$ cat src/core/spt_pkg.sv
// package of offsets, fields, reset values and carriers for the synthesizer test registers
package spt_pkg;

    // ==========================================================
    // bus geometry
    localparam int ADDR_W = 8;
    localparam int DATA_W = 8;

    // ==========================================================
    // register offsets (byte addresses)
    localparam logic [7:0] CAL_CTRL_OFS = 8'h0E;
    localparam logic [7:0] SYNTH_RESET_OFS = 8'h13;
    localparam logic [7:0] DIVIDER_LOOP_OFS = 8'h1C;
    localparam logic [7:0] PROBE_PUMP_OFS = 8'h40;
    localparam logic [7:0] PUMP_BLOCK_OSC_OFS = 8'h41;
    localparam logic [7:0] PUMP_SCALE_OFS = 8'h42;
    localparam logic [7:0] LOOP_OPEN_DAC_OFS = 8'h43;
    localparam logic [7:0] PUMP_LEVEL_RB_OFS = 8'h44;
    localparam logic [7:0] TRIM_DAC_RB_OFS = 8'h45;
    localparam logic [7:0] OSC_ARRAY_RB_OFS = 8'h46;

    // ==========================================================
    // field positions
    localparam int CAL_START_BIT = 7;
    localparam int SYNTH_RESET_BIT = 0;
    localparam int SWING_LSB = 6;
    localparam int CURRENT_LSB = 4;
    localparam int BYPASS_BIT = 3;
    localparam int DETACH_BIT = 2;
    localparam int PROBE_ONE_BIT = 7;
    localparam int PROBE_TWO_BIT = 6;
    localparam int PUMP_FORCE_EN_BIT = 5;
    localparam int PUMP_FORCE_LSB = 0;
    localparam int PULSE_BLOCK_BIT = 5;
    localparam int OSC_FORCE_EN_BIT = 4;
    localparam int OSC_FORCE_LSB = 0;
    localparam int SCALE_LSB = 0;
    localparam int LOOP_OPEN_BIT = 4;
    localparam int DAC_FORCE_LSB = 0;

    // ==========================================================
    // reset values
    localparam logic SYNTH_RESET_RST = 1'h1;
    localparam logic [1:0] SWING_RST = 2'h0;
    localparam logic [1:0] CURRENT_RST = 2'h0;
    localparam logic [4:0] PUMP_FORCE_RST = 5'h10;
    localparam logic [3:0] OSC_FORCE_RST = 4'h8;
    localparam logic [5:0] SCALE_RST = 6'h25;
    localparam logic [3:0] DAC_FORCE_RST = 4'h4;

    // ==========================================================
    // divider swing and current codes
    typedef enum logic [1:0] {
        SWING_NOMINAL, SWING_TWO_THIRDS, SWING_SEVEN_THIRDS, SWING_FIVE_THIRDS
    } spt_swing_t;
    typedef enum logic [1:0] {
        CURRENT_NOMINAL, CURRENT_TWO_THIRDS, CURRENT_HALF, CURRENT_TWO_FIFTHS
    } spt_current_t;

    // ==========================================================
    // carriers
    typedef struct packed {
        logic [7:0] addr; // register byte address
        logic [7:0] wdata; // write data
        logic wr; // write strobe
        logic rd; // read strobe
    } spt_bus_t;

    typedef struct packed {
        logic [4:0] pump_level; // calibrated pump current
        logic [3:0] osc_array; // calibrated oscillator array
        logic [3:0] cal_dac; // calibration engine dac value
        logic up_req; // phase detector up pulse
        logic dn_req; // phase detector down pulse
    } spt_analog_in_t;

    typedef struct packed {
        logic synth_reset_low; // synthesizer reset, low active
        logic [3:0] swing_onehot; // one-hot of spt_swing_t
        logic [3:0] current_onehot; // one-hot of spt_current_t
        logic resistor_bypass; // loop resistor shorted
        logic cap_detach; // loop capacitor removed
        logic filter_probe_one; // test point one to probe pin
        logic filter_probe_two; // test point two to probe pin
        logic probe_ground; // probe pin grounded
        logic pump_up; // gated up pulse
        logic pump_dn; // gated down pulse
        logic [4:0] pump_level; // applied pump current
        logic [3:0] osc_array; // applied oscillator array
        logic [5:0] pump_scale_factor; // pump scaling factor
        logic loop_open; // synthesizer loop broken
        logic [3:0] cal_dac; // applied calibration dac
        logic cal_begin; // one-cycle calibration kick
    } spt_ctrl_t;

endpackage

$ cat src/core/spt_regs.sv
// synthesizer configuration, override and readback register bank
`timescale 1ns/100ps
// ==========================================================
module spt_regs
(
    input wire logic sys_clk,
    input wire logic rst,
    input wire spt_pkg::spt_bus_t bus,
    input wire spt_pkg::spt_analog_in_t ana_in,
    output spt_pkg::spt_ctrl_t ctrl,
    output logic [spt_pkg::DATA_W-1:0] rd_data
);
    import spt_pkg::*;

    // ==========================================================
    // register map, byte offsets on the plain port
    // 0Eh calibration control, start bit seven only
    // 13h synthesizer reset, bit zero, low active
    // 1Ch divider swing and current, resistor bypass, cap detach
    // 40h probe selects, pump force enable, forced pump current
    // 41h pulse block, array force enable, forced array value
    // 42h pump scale factor, six bits
    // 43h loop open and forced calibration dac
    // 44h applied pump current, read only
    // 45h applied calibration dac, read only
    // 46h applied oscillator array, read only
    // every other offset reads zero and drops writes

    // ==========================================================
    // notes for software
    // override registers are test aids; leave them at reset values
    // in normal use, or the loop runs on uncalibrated settings
    // detach and a full-scale pump factor only suit the fastest rates
    // a second calibration needs the start bit written to zero first,
    // since a repeated one is taken as no edge at all
    // readbacks show the registered outputs, one cycle behind the
    // calibrated inputs they follow

    // ==========================================================
    // state record
    // stored fields first, then the registered outputs built from them
    typedef struct packed {
        logic cal_start; // calibration start bit as written
        logic synth_reset_low; // synthesizer reset bit
        logic [1:0] swing; // divider swing code
        logic [1:0] current; // divider current code
        logic bypass; // resistor bypass bit
        logic detach; // capacitor detach bit
        logic probe_one; // test point one select
        logic probe_two; // test point two select
        logic pump_force_en; // pump force enable
        logic [4:0] pump_force; // forced pump current
        logic pulse_block; // pump pulse suppression
        logic osc_force_en; // array force enable
        logic [3:0] osc_force; // forced array value
        logic [5:0] scale; // pump scale factor
        logic loop_open; // loop break bit
        logic [3:0] dac_force; // forced calibration dac
        spt_ctrl_t out; // registered outputs
        logic [DATA_W-1:0] rdata; // registered read answer
    } spt_state_t;

    // ==========================================================
    // reset image, built from the package reset values
    // outputs start at their control defaults; pump level, array and dac sit at zero until the calibrated inputs are first sampled
    localparam spt_state_t RST_STATE = '{
        cal_start: 1'h0,
        synth_reset_low: SYNTH_RESET_RST,
        swing: SWING_RST,
        current: CURRENT_RST,
        bypass: 1'h0,
        detach: 1'h0,
        probe_one: 1'h0,
        probe_two: 1'h0,
        pump_force_en: 1'h0,
        pump_force: PUMP_FORCE_RST,
        pulse_block: 1'h0,
        osc_force_en: 1'h0,
        osc_force: OSC_FORCE_RST,
        scale: SCALE_RST,
        loop_open: 1'h0,
        dac_force: DAC_FORCE_RST,
        out: '{
            synth_reset_low: SYNTH_RESET_RST,
            swing_onehot: 4'h1,
            current_onehot: 4'h1,
            resistor_bypass: 1'h0,
            cap_detach: 1'h0,
            filter_probe_one: 1'h0,
            filter_probe_two: 1'h0,
            probe_ground: 1'h1,
            pump_up: 1'h0,
            pump_dn: 1'h0,
            pump_level: 5'h00,
            osc_array: 4'h0,
            pump_scale_factor: SCALE_RST,
            loop_open: 1'h0,
            cal_dac: 4'h0,
            cal_begin: 1'h0
        },
        rdata: 8'h00
    };

    // ==========================================================
    // helpers
    // small decoders used more than once

    // two-bit code to one-hot select, shared by swing and current
    function automatic logic [3:0] code_onehot(input logic [1:0] code);
        logic [3:0] sel;
        sel = 4'h0;
        // any two-bit code sets exactly one select line
        sel[code] = 1'h1;
        return sel;
    endfunction

    // address match on a strobe
    function automatic logic hit(input logic strobe, input logic [7:0] a, input logic [7:0] ofs);
        // a strobe with a foreign address is not ours
        return strobe && (a == ofs);
    endfunction

    spt_state_t st; // current state
    spt_state_t next_st; // next state

    // ==========================================================
    // register writes

    // write side, then derived outputs from the next register image
    always_comb
    begin
        // hold every stored field unless a write names it
        next_st = st;

        // calibration control; only the start bit is kept here
        if (hit(bus.wr, bus.addr, CAL_CTRL_OFS))
        begin
            next_st.cal_start = bus.wdata[CAL_START_BIT];
        end

        // synthesizer reset, bits above bit zero are dropped
        if (hit(bus.wr, bus.addr, SYNTH_RESET_OFS))
        begin
            next_st.synth_reset_low = bus.wdata[SYNTH_RESET_BIT];
        end

        // divider and loop filter controls
        if (hit(bus.wr, bus.addr, DIVIDER_LOOP_OFS))
        begin
            next_st.swing = bus.wdata[SWING_LSB +: 2];
            next_st.current = bus.wdata[CURRENT_LSB +: 2];
            next_st.bypass = bus.wdata[BYPASS_BIT];
            next_st.detach = bus.wdata[DETACH_BIT];
        end

        // probe routing and pump force
        if (hit(bus.wr, bus.addr, PROBE_PUMP_OFS))
        begin
            next_st.probe_one = bus.wdata[PROBE_ONE_BIT];
            next_st.probe_two = bus.wdata[PROBE_TWO_BIT];
            next_st.pump_force_en = bus.wdata[PUMP_FORCE_EN_BIT];
            next_st.pump_force = bus.wdata[PUMP_FORCE_LSB +: 5];
        end

        // pulse block and array force; top two bits unused
        if (hit(bus.wr, bus.addr, PUMP_BLOCK_OSC_OFS))
        begin
            next_st.pulse_block = bus.wdata[PULSE_BLOCK_BIT];
            next_st.osc_force_en = bus.wdata[OSC_FORCE_EN_BIT];
            next_st.osc_force = bus.wdata[OSC_FORCE_LSB +: 4];
        end

        // pump scale factor; 3Fh suits the two fastest baud rates
        if (hit(bus.wr, bus.addr, PUMP_SCALE_OFS))
        begin
            next_st.scale = bus.wdata[SCALE_LSB +: 6];
        end

        // loop break and forced dac
        if (hit(bus.wr, bus.addr, LOOP_OPEN_DAC_OFS))
        begin
            next_st.loop_open = bus.wdata[LOOP_OPEN_BIT];
            next_st.dac_force = bus.wdata[DAC_FORCE_LSB +: 4];
        end
        // writes to the three readback offsets fall through untouched

        // ======================================================
        // outputs toward the synthesizer, registered

        // reset line follows the bit
        next_st.out.synth_reset_low = next_st.synth_reset_low;

        // divider swing and current selects
        next_st.out.swing_onehot = code_onehot(next_st.swing);
        next_st.out.current_onehot = code_onehot(next_st.current);

        // loop filter reshaping
        next_st.out.resistor_bypass = next_st.bypass;
        next_st.out.cap_detach = next_st.detach;

        // probe pin: each set bit routes its point, none set grounds it
        next_st.out.filter_probe_one = next_st.probe_one;
        next_st.out.filter_probe_two = next_st.probe_two;
        next_st.out.probe_ground = !(next_st.probe_one || next_st.probe_two);

        // pump current: forced value or the calibrated one
        // the forced value also feeds the readback, as applied
        if (next_st.pump_force_en)
        begin
            next_st.out.pump_level = next_st.pump_force;
        end
        else
        begin
            next_st.out.pump_level = ana_in.pump_level;
        end

        // pump pulses pass only while not blocked
        // the gate costs one cycle of delay; the loop filter averages
        // many pulses, so a registered pulse is the cleaner trade
        next_st.out.pump_up = ana_in.up_req && !next_st.pulse_block;
        next_st.out.pump_dn = ana_in.dn_req && !next_st.pulse_block;

        // oscillator array: forced value or the calibrated one
        if (next_st.osc_force_en)
        begin
            next_st.out.osc_array = next_st.osc_force;
        end
        else
        begin
            next_st.out.osc_array = ana_in.osc_array;
        end

        // scaling factor straight through
        next_st.out.pump_scale_factor = next_st.scale;

        // forced dac only counts with the loop open
        // a closed loop always keeps the calibration engine in charge
        next_st.out.loop_open = next_st.loop_open;
        if (next_st.loop_open)
        begin
            next_st.out.cal_dac = next_st.dac_force;
        end
        else
        begin
            next_st.out.cal_dac = ana_in.cal_dac;
        end

        // kick on a zero-to-one write only; a repeated one does nothing,
        // so software must clear the bit before the next calibration
        next_st.out.cal_begin = next_st.cal_start && !st.cal_start;

        // ======================================================
        // read side, answered in the following cycle only
        // clearing first keeps the answer to one cycle and unused bits at zero
        next_st.rdata = 8'h00;
        if (bus.rd)
        begin
            case (bus.addr)
                // only the start bit is kept, the rest reads zero
                CAL_CTRL_OFS:
                begin
                    next_st.rdata[CAL_START_BIT] = st.cal_start;
                end

                // reset bit in bit zero
                SYNTH_RESET_OFS:
                begin
                    next_st.rdata[SYNTH_RESET_BIT] = st.synth_reset_low;
                end

                // divider and loop filter bits, low two bits zero
                DIVIDER_LOOP_OFS:
                begin
                    next_st.rdata[SWING_LSB +: 2] = st.swing;
                    next_st.rdata[CURRENT_LSB +: 2] = st.current;
                    next_st.rdata[BYPASS_BIT] = st.bypass;
                    next_st.rdata[DETACH_BIT] = st.detach;
                end

                // probe selects and pump force
                PROBE_PUMP_OFS:
                begin
                    next_st.rdata[PROBE_ONE_BIT] = st.probe_one;
                    next_st.rdata[PROBE_TWO_BIT] = st.probe_two;
                    next_st.rdata[PUMP_FORCE_EN_BIT] = st.pump_force_en;
                    next_st.rdata[PUMP_FORCE_LSB +: 5] = st.pump_force;
                end

                // pulse block and array force, top two bits zero
                PUMP_BLOCK_OSC_OFS:
                begin
                    next_st.rdata[PULSE_BLOCK_BIT] = st.pulse_block;
                    next_st.rdata[OSC_FORCE_EN_BIT] = st.osc_force_en;
                    next_st.rdata[OSC_FORCE_LSB +: 4] = st.osc_force;
                end

                // six-bit pump factor
                PUMP_SCALE_OFS:
                begin
                    next_st.rdata[SCALE_LSB +: 6] = st.scale;
                end

                // loop break and forced dac
                LOOP_OPEN_DAC_OFS:
                begin
                    next_st.rdata[LOOP_OPEN_BIT] = st.loop_open;
                    next_st.rdata[DAC_FORCE_LSB +: 4] = st.dac_force;
                end

                // readbacks show what the synthesizer gets right now
                PUMP_LEVEL_RB_OFS:
                begin
                    next_st.rdata[4:0] = st.out.pump_level;
                end

                // applied calibration dac
                TRIM_DAC_RB_OFS:
                begin
                    next_st.rdata[3:0] = st.out.cal_dac;
                end

                // applied oscillator array
                OSC_ARRAY_RB_OFS:
                begin
                    next_st.rdata[3:0] = st.out.osc_array;
                end

                // unmapped offsets answer zero
                default:
                begin
                    next_st.rdata = 8'h00;
                end
            endcase
        end
    end

    // ==========================================================
    // state register, synchronous reset
    // one image for the whole record, so no field can miss its default
    always_ff @(posedge sys_clk)
    begin
        if (rst)
        begin
            st <= RST_STATE;
        end
        else
        begin
            st <= next_st;
        end
    end

    // ==========================================================
    // outputs come straight from the state register
    // nothing combinational reaches a port, so pin timing is one flop
    assign ctrl = st.out;
    assign rd_data = st.rdata;

endmodule
$ cat config.mk
export PLATFORM = sky130hd
export DESIGN_NAME = spt_regs
export DESIGN_NICKNAME = d
export VERILOG_FILES = /design/src/core/spt_pkg.sv /design/src/core/spt_regs.sv
export SDC_FILE = /design/constraint.sdc
export NUM_CORES = 1
export LEC_CHECK = 0
export ABC_AREA = 1
export BUFFER_PORTS_ARGS = -buffer_cell sky130_fd_sc_hd__buf_4
export CAP_MARGIN = 20
export CORE_MARGIN = 10
export CORE_UTILIZATION = 30
export DETAILED_ROUTE_END_ITERATION = 8
export GPL_TIMING_DRIVEN = 0
export HOLD_SLACK_MARGIN = 0.12
export PLACE_DENSITY = 0.49
export SYNTH_ARGS = -nofsm -noshare
export SYNTH_HDL_FRONTEND = slang
export SYNTH_SLANG_ARGS = --single-unit
$ cat constraint.sdc
create_clock -name sys_clk -period 1.4 [get_ports sys_clk]
set_clock_uncertainty 0.15 [all_clocks]
set_input_delay 0.14 -clock sys_clk [delete_from_list [all_inputs] [get_ports sys_clk]]
set_output_delay 0.14 -clock sys_clk [all_outputs]
set_load 0.05 [all_outputs]
==> flow_summary.rst <==
.. list-table::
   :header-rows: 1

   * - Metric
     - Value
   * - Post-route antenna net violation count
     - 0
   * - Clock Tree Buf Depth
     - 2
   * - Synthesized netlist cell count
     - 488
   * - Headroom to the max-slew limit
     - 64.6%
   * - Overflow left after global routing
     - 0
   * - Post-synth EDFFs
     - 0
   * - Effective utilization at floorplan
     - 30.5%
   * - Post-synthesis to final-layout area growth
     - 39.4%
   * - Final antenna diode count
     - 0
   * - Total power consumption of the routed design
     - 4.65 mW
   * - Basic-gate share of the synthesized area counting and, or, nand and nor cells
     - 37.9%
   * - Switching power of the nets
     - 1.11 mW
   * - Count of buffers inserted at the top-level ports
     - 79
   * - Clock insertion delay at the later pin of the skew report
     - 0.33 ns
   * - Complex-gate fraction of the synthesized area
     - 6.67%
   * - Number of nets in the layout
     - 643
   * - PD cells
     - 962 nW/um2
   * - Total track usage
     - 13.5%
   * - Number of placed instances, taps included
     - 710
   * - DRT Wirelength
     - 10.8 mm
   * - Number of global-route vias before repair
     - 3,402
   * - Final setup violating endpoints
     - 0
   * - Most frequent cells in the layout
     - 128 x nand2_1, 126 x buf_4, 66 x dfxtp_1
   * - Share of total power in the clock network
     - 47.4%
   * - TritonCTS clock tree
     - yes
   * - Num CTS Buffers
     - 9
   * - Critical Path AT
     - 1.45 ns
   * - Horizontal die dimension
     - 128 um
   * - FFs w/ async S/R, synth
     - 0%
   * - Die extent in y
     - 128 um
   * - Post-layout instance count excluding filler cells
     - 755
   * - Wire length per cell
     - 14.2 um
   * - P_leak
     - 2.38 nW
   * - Worst Hold Path Cells
     - 5
   * - Capturing element type of the critical path
     - register
   * - Area share of the largest cell type after synthesis
     - 38.1%
   * - Detailed-route via count
     - 3,248
   * - Type of origin of the critical path
     - input pin
   * - Most frequent standard cell in the layout excluding fill and tap cells
     - nand2_1
   * - Number of violations reported at the end of detailed-routing iteration 0
     - 184
   * - R2R Path End
     - ctrl[14]
   * - Peak Freq
     - 715 MHz
   * - Worst IR Drop VDD
     - 0.390 mV
   * - Worst path required time
     - 1.45 ns
   * - Leading post-synthesis cells by cell area
     - dfxtp_1 38%, nand2_1 14%, buf_4 10%
   * - Switching share of power
     - 23.9%
   * - Cell area after technology mapping
     - 3470 um2
   * - Post-route cell area
     - 4840 um2
   * - Floorplan row count
     - 39
   * - Net Count, Synth
     - 523
   * - Clk sink count
     - 66
   * - Final core utilization
     - 42.6%
   * - Half-perimeter wire length after detailed placement
     - 8.27 mm
   * - Number of library cell types mapped by synthesis
     - 31
   * - Hold Crit Class
     - input pin to register
   * - Fillers
     - 1,198
   * - Synth area leader
     - dfxtp_1
   * - Relative contribution of combinational cells to total power
     - 11.4%
   * - Transition time of the tightest slew-check pin
     - 0.531 ns
   * - Synth Area in Adders
     - 0%
   * - Mux share of post-synthesis cell area
     - 0%
   * - Placed instance area
     - 4240 um2
   * - Max-capacitance violation count
     - 0
   * - Die Outline Area
     - 16,300 um2
   * - Dominant synthesized flop cell
     - dfxtp_1
   * - Share of the clock period used by the worst path
     - 99.8%
   * - Seq cells post-synth
     - 66
   * - Detail-routed via count per cell
     - 4.30
   * - Sequential Power Share
     - 41.3%
   * - Top-Level Pins
     - 80
   * - Unrepaired setup endpoints after global routing
     - yes
   * - Register clock-pin slew on the reported worst setup and hold paths
     - 0.05 ns
   * - Routability cong.
     - 0.886
   * - Core area
     - 11,400 um2
   * - Mean instance size in the synthesized netlist
     - 7.11 um2
   * - CTS H-tree lvls
     - 3
   * - Fraction of final layout cells with drive strength greater than 1
     - 33.7%
   * - Worst-case register-to-register setup slack
     - 0.26 ns
   * - Maximum fanout encountered on the critical timing path
     - 4
   * - Worst hold path endpoint
     - ctrl[36]
   * - Min cycle time layout
     - 1.40 ns
   * - Drt first pass iters
     - 4
   * - Number of antenna violations at the first check in global routing
     - 0
   * - Synth Area in XOR/XNOR
     - 0%
   * - Wire length of the first global-routing pass
     - 17.6 mm
   * - Final Hold Violating Endpoints
     - 0
   * - Residual DRC
     - 0
   * - CP Class
     - input pin to register
   * - Post-synthesis sequential area ratio
     - 38.1%
   * - Dominant combinational cell family by area after synthesis
     - simple AND/OR/NAND/NOR gates
   * - Critical R2R Launch
     - st[60]
   * - Yosys synthesis warning count
     - 0
   * - Pin count of the biggest net entering global routing
     - 11
   * - Count of pins over their slew limit
     - 0
   * - Internal power summed over all cells
     - 3.54 mW
   * - CTS Root Buffer Type
     - clkbuf_16
   * - Hold Path Origin
     - bus[16]
   * - Outcome
     - completed
   * - Reg2Reg Depth
     - 5
==> sequential cells by signal (all words and copies together) (netlist names) <==
| name | flops |
|---|---|
| ctrl | 37 |
| st | 21 |
| rd_data | 8 |
==> critical path, stage by stage <==
cell	delay (ns)
buf_4	0.13
nor2_4	0.17
nand2_2	0.10
dlygate4sd3_1	0.59
o31ai_1	0.24
nand3_1	0.09
==> per-stage QoR <==
step,setup slack (ns),TNS [ns],hold slack (ns)
floorplan,0.177,0,0.0609
global placement,-0.218,-7.46,0.214
detailed placement,-0.216,-7.70,0.218
CTS,0.0298,0,0.125
global route,-0.0474,-0.0692,0.164
finish,0.00231,0,0.137
==> routing by layer <==
layer / wire length [um] / GRT usage, %
met5: 0 / 0
met4: 170 / 3.91
met3: 563 / 3.52
met2: 5000 / 21.8
met1: 5020 / 17.4
==> repair_timing <==
item / in CTS / in global routing
setup buffers: 0 / 1
gates resized for setup: 0 / 3
hold buffers: 29 / 0
endpoints found under the setup margin: 0 / 5
hold endpoints to repair: 40 / 0
==> power by group through the flow <==
stage	registers (mW)	clock network (mW)	logic (mW)
3_3_place_gp	1.96	0	0.461
2_1_floorplan	1.96	0	0.275
6_report	1.92	2.20	0.528
4_1_cts	1.92	2.26	0.528
3_5_place_dp	1.96	0	0.464
5_1_grt	1.92	2.37	0.570
==> area by class of cell <==
type | count | area, um2 | area share, %
Multi-Input combinational cell | 312 | 1550 | 32.1
Sequential cell | 66 | 1320 | 27.3
Timing Repair Buffer | 109 | 891 | 18.4
Buffer | 55 | 399 | 8.25
Clock buffer | 12 | 246 | 5.09
Inverter | 55 | 210 | 4.34
Tap cell | 143 | 179 | 3.70
Clock inverter | 3 | 40.0 | 0.827
==> cell usage after synthesis (2+ instances only) <==
master / count
nand2_1: 128
buf_4: 47
nand3_2: 6
nor2_4: 7
clkbuf_1: 3
nor2_1: 59
nor3_1: 2
nor3_2: 2
nand2_2: 17
a21oi_1: 17
nand3_1: 22
and2_1: 5
nor2_2: 11
nand4_1: 6
inv_1: 46
buf_2: 4
o21ai_0: 12
dfxtp_1: 66
nand2_4: 3
o21ai_1: 5
inv_2: 8
o211ai_2: 3
==> worst max path at each step <==
stage	from	to	slack [ns]	cells past startpoint
floorplan	bus[16]	ctrl[10]	0.18	8
finish	bus[13]	ctrl[36]	0.002	6
CTS	bus[12]	ctrl[36]	0.03	6
global route	bus[13]	ctrl[36]	-0.05	6
global placement	bus[17]	rd_data[1]	-0.22	8
detailed placement	bus[11]	ctrl[16]	-0.22	9
==> cell families (layout without fill, tap and decap cells) <==
kind of cell,Yosys count,count (layout)
flops,66,66
buf+inv,110,234
simple gates,273,273
compound gates,39,39
Power figures use the tool's default switching activity.
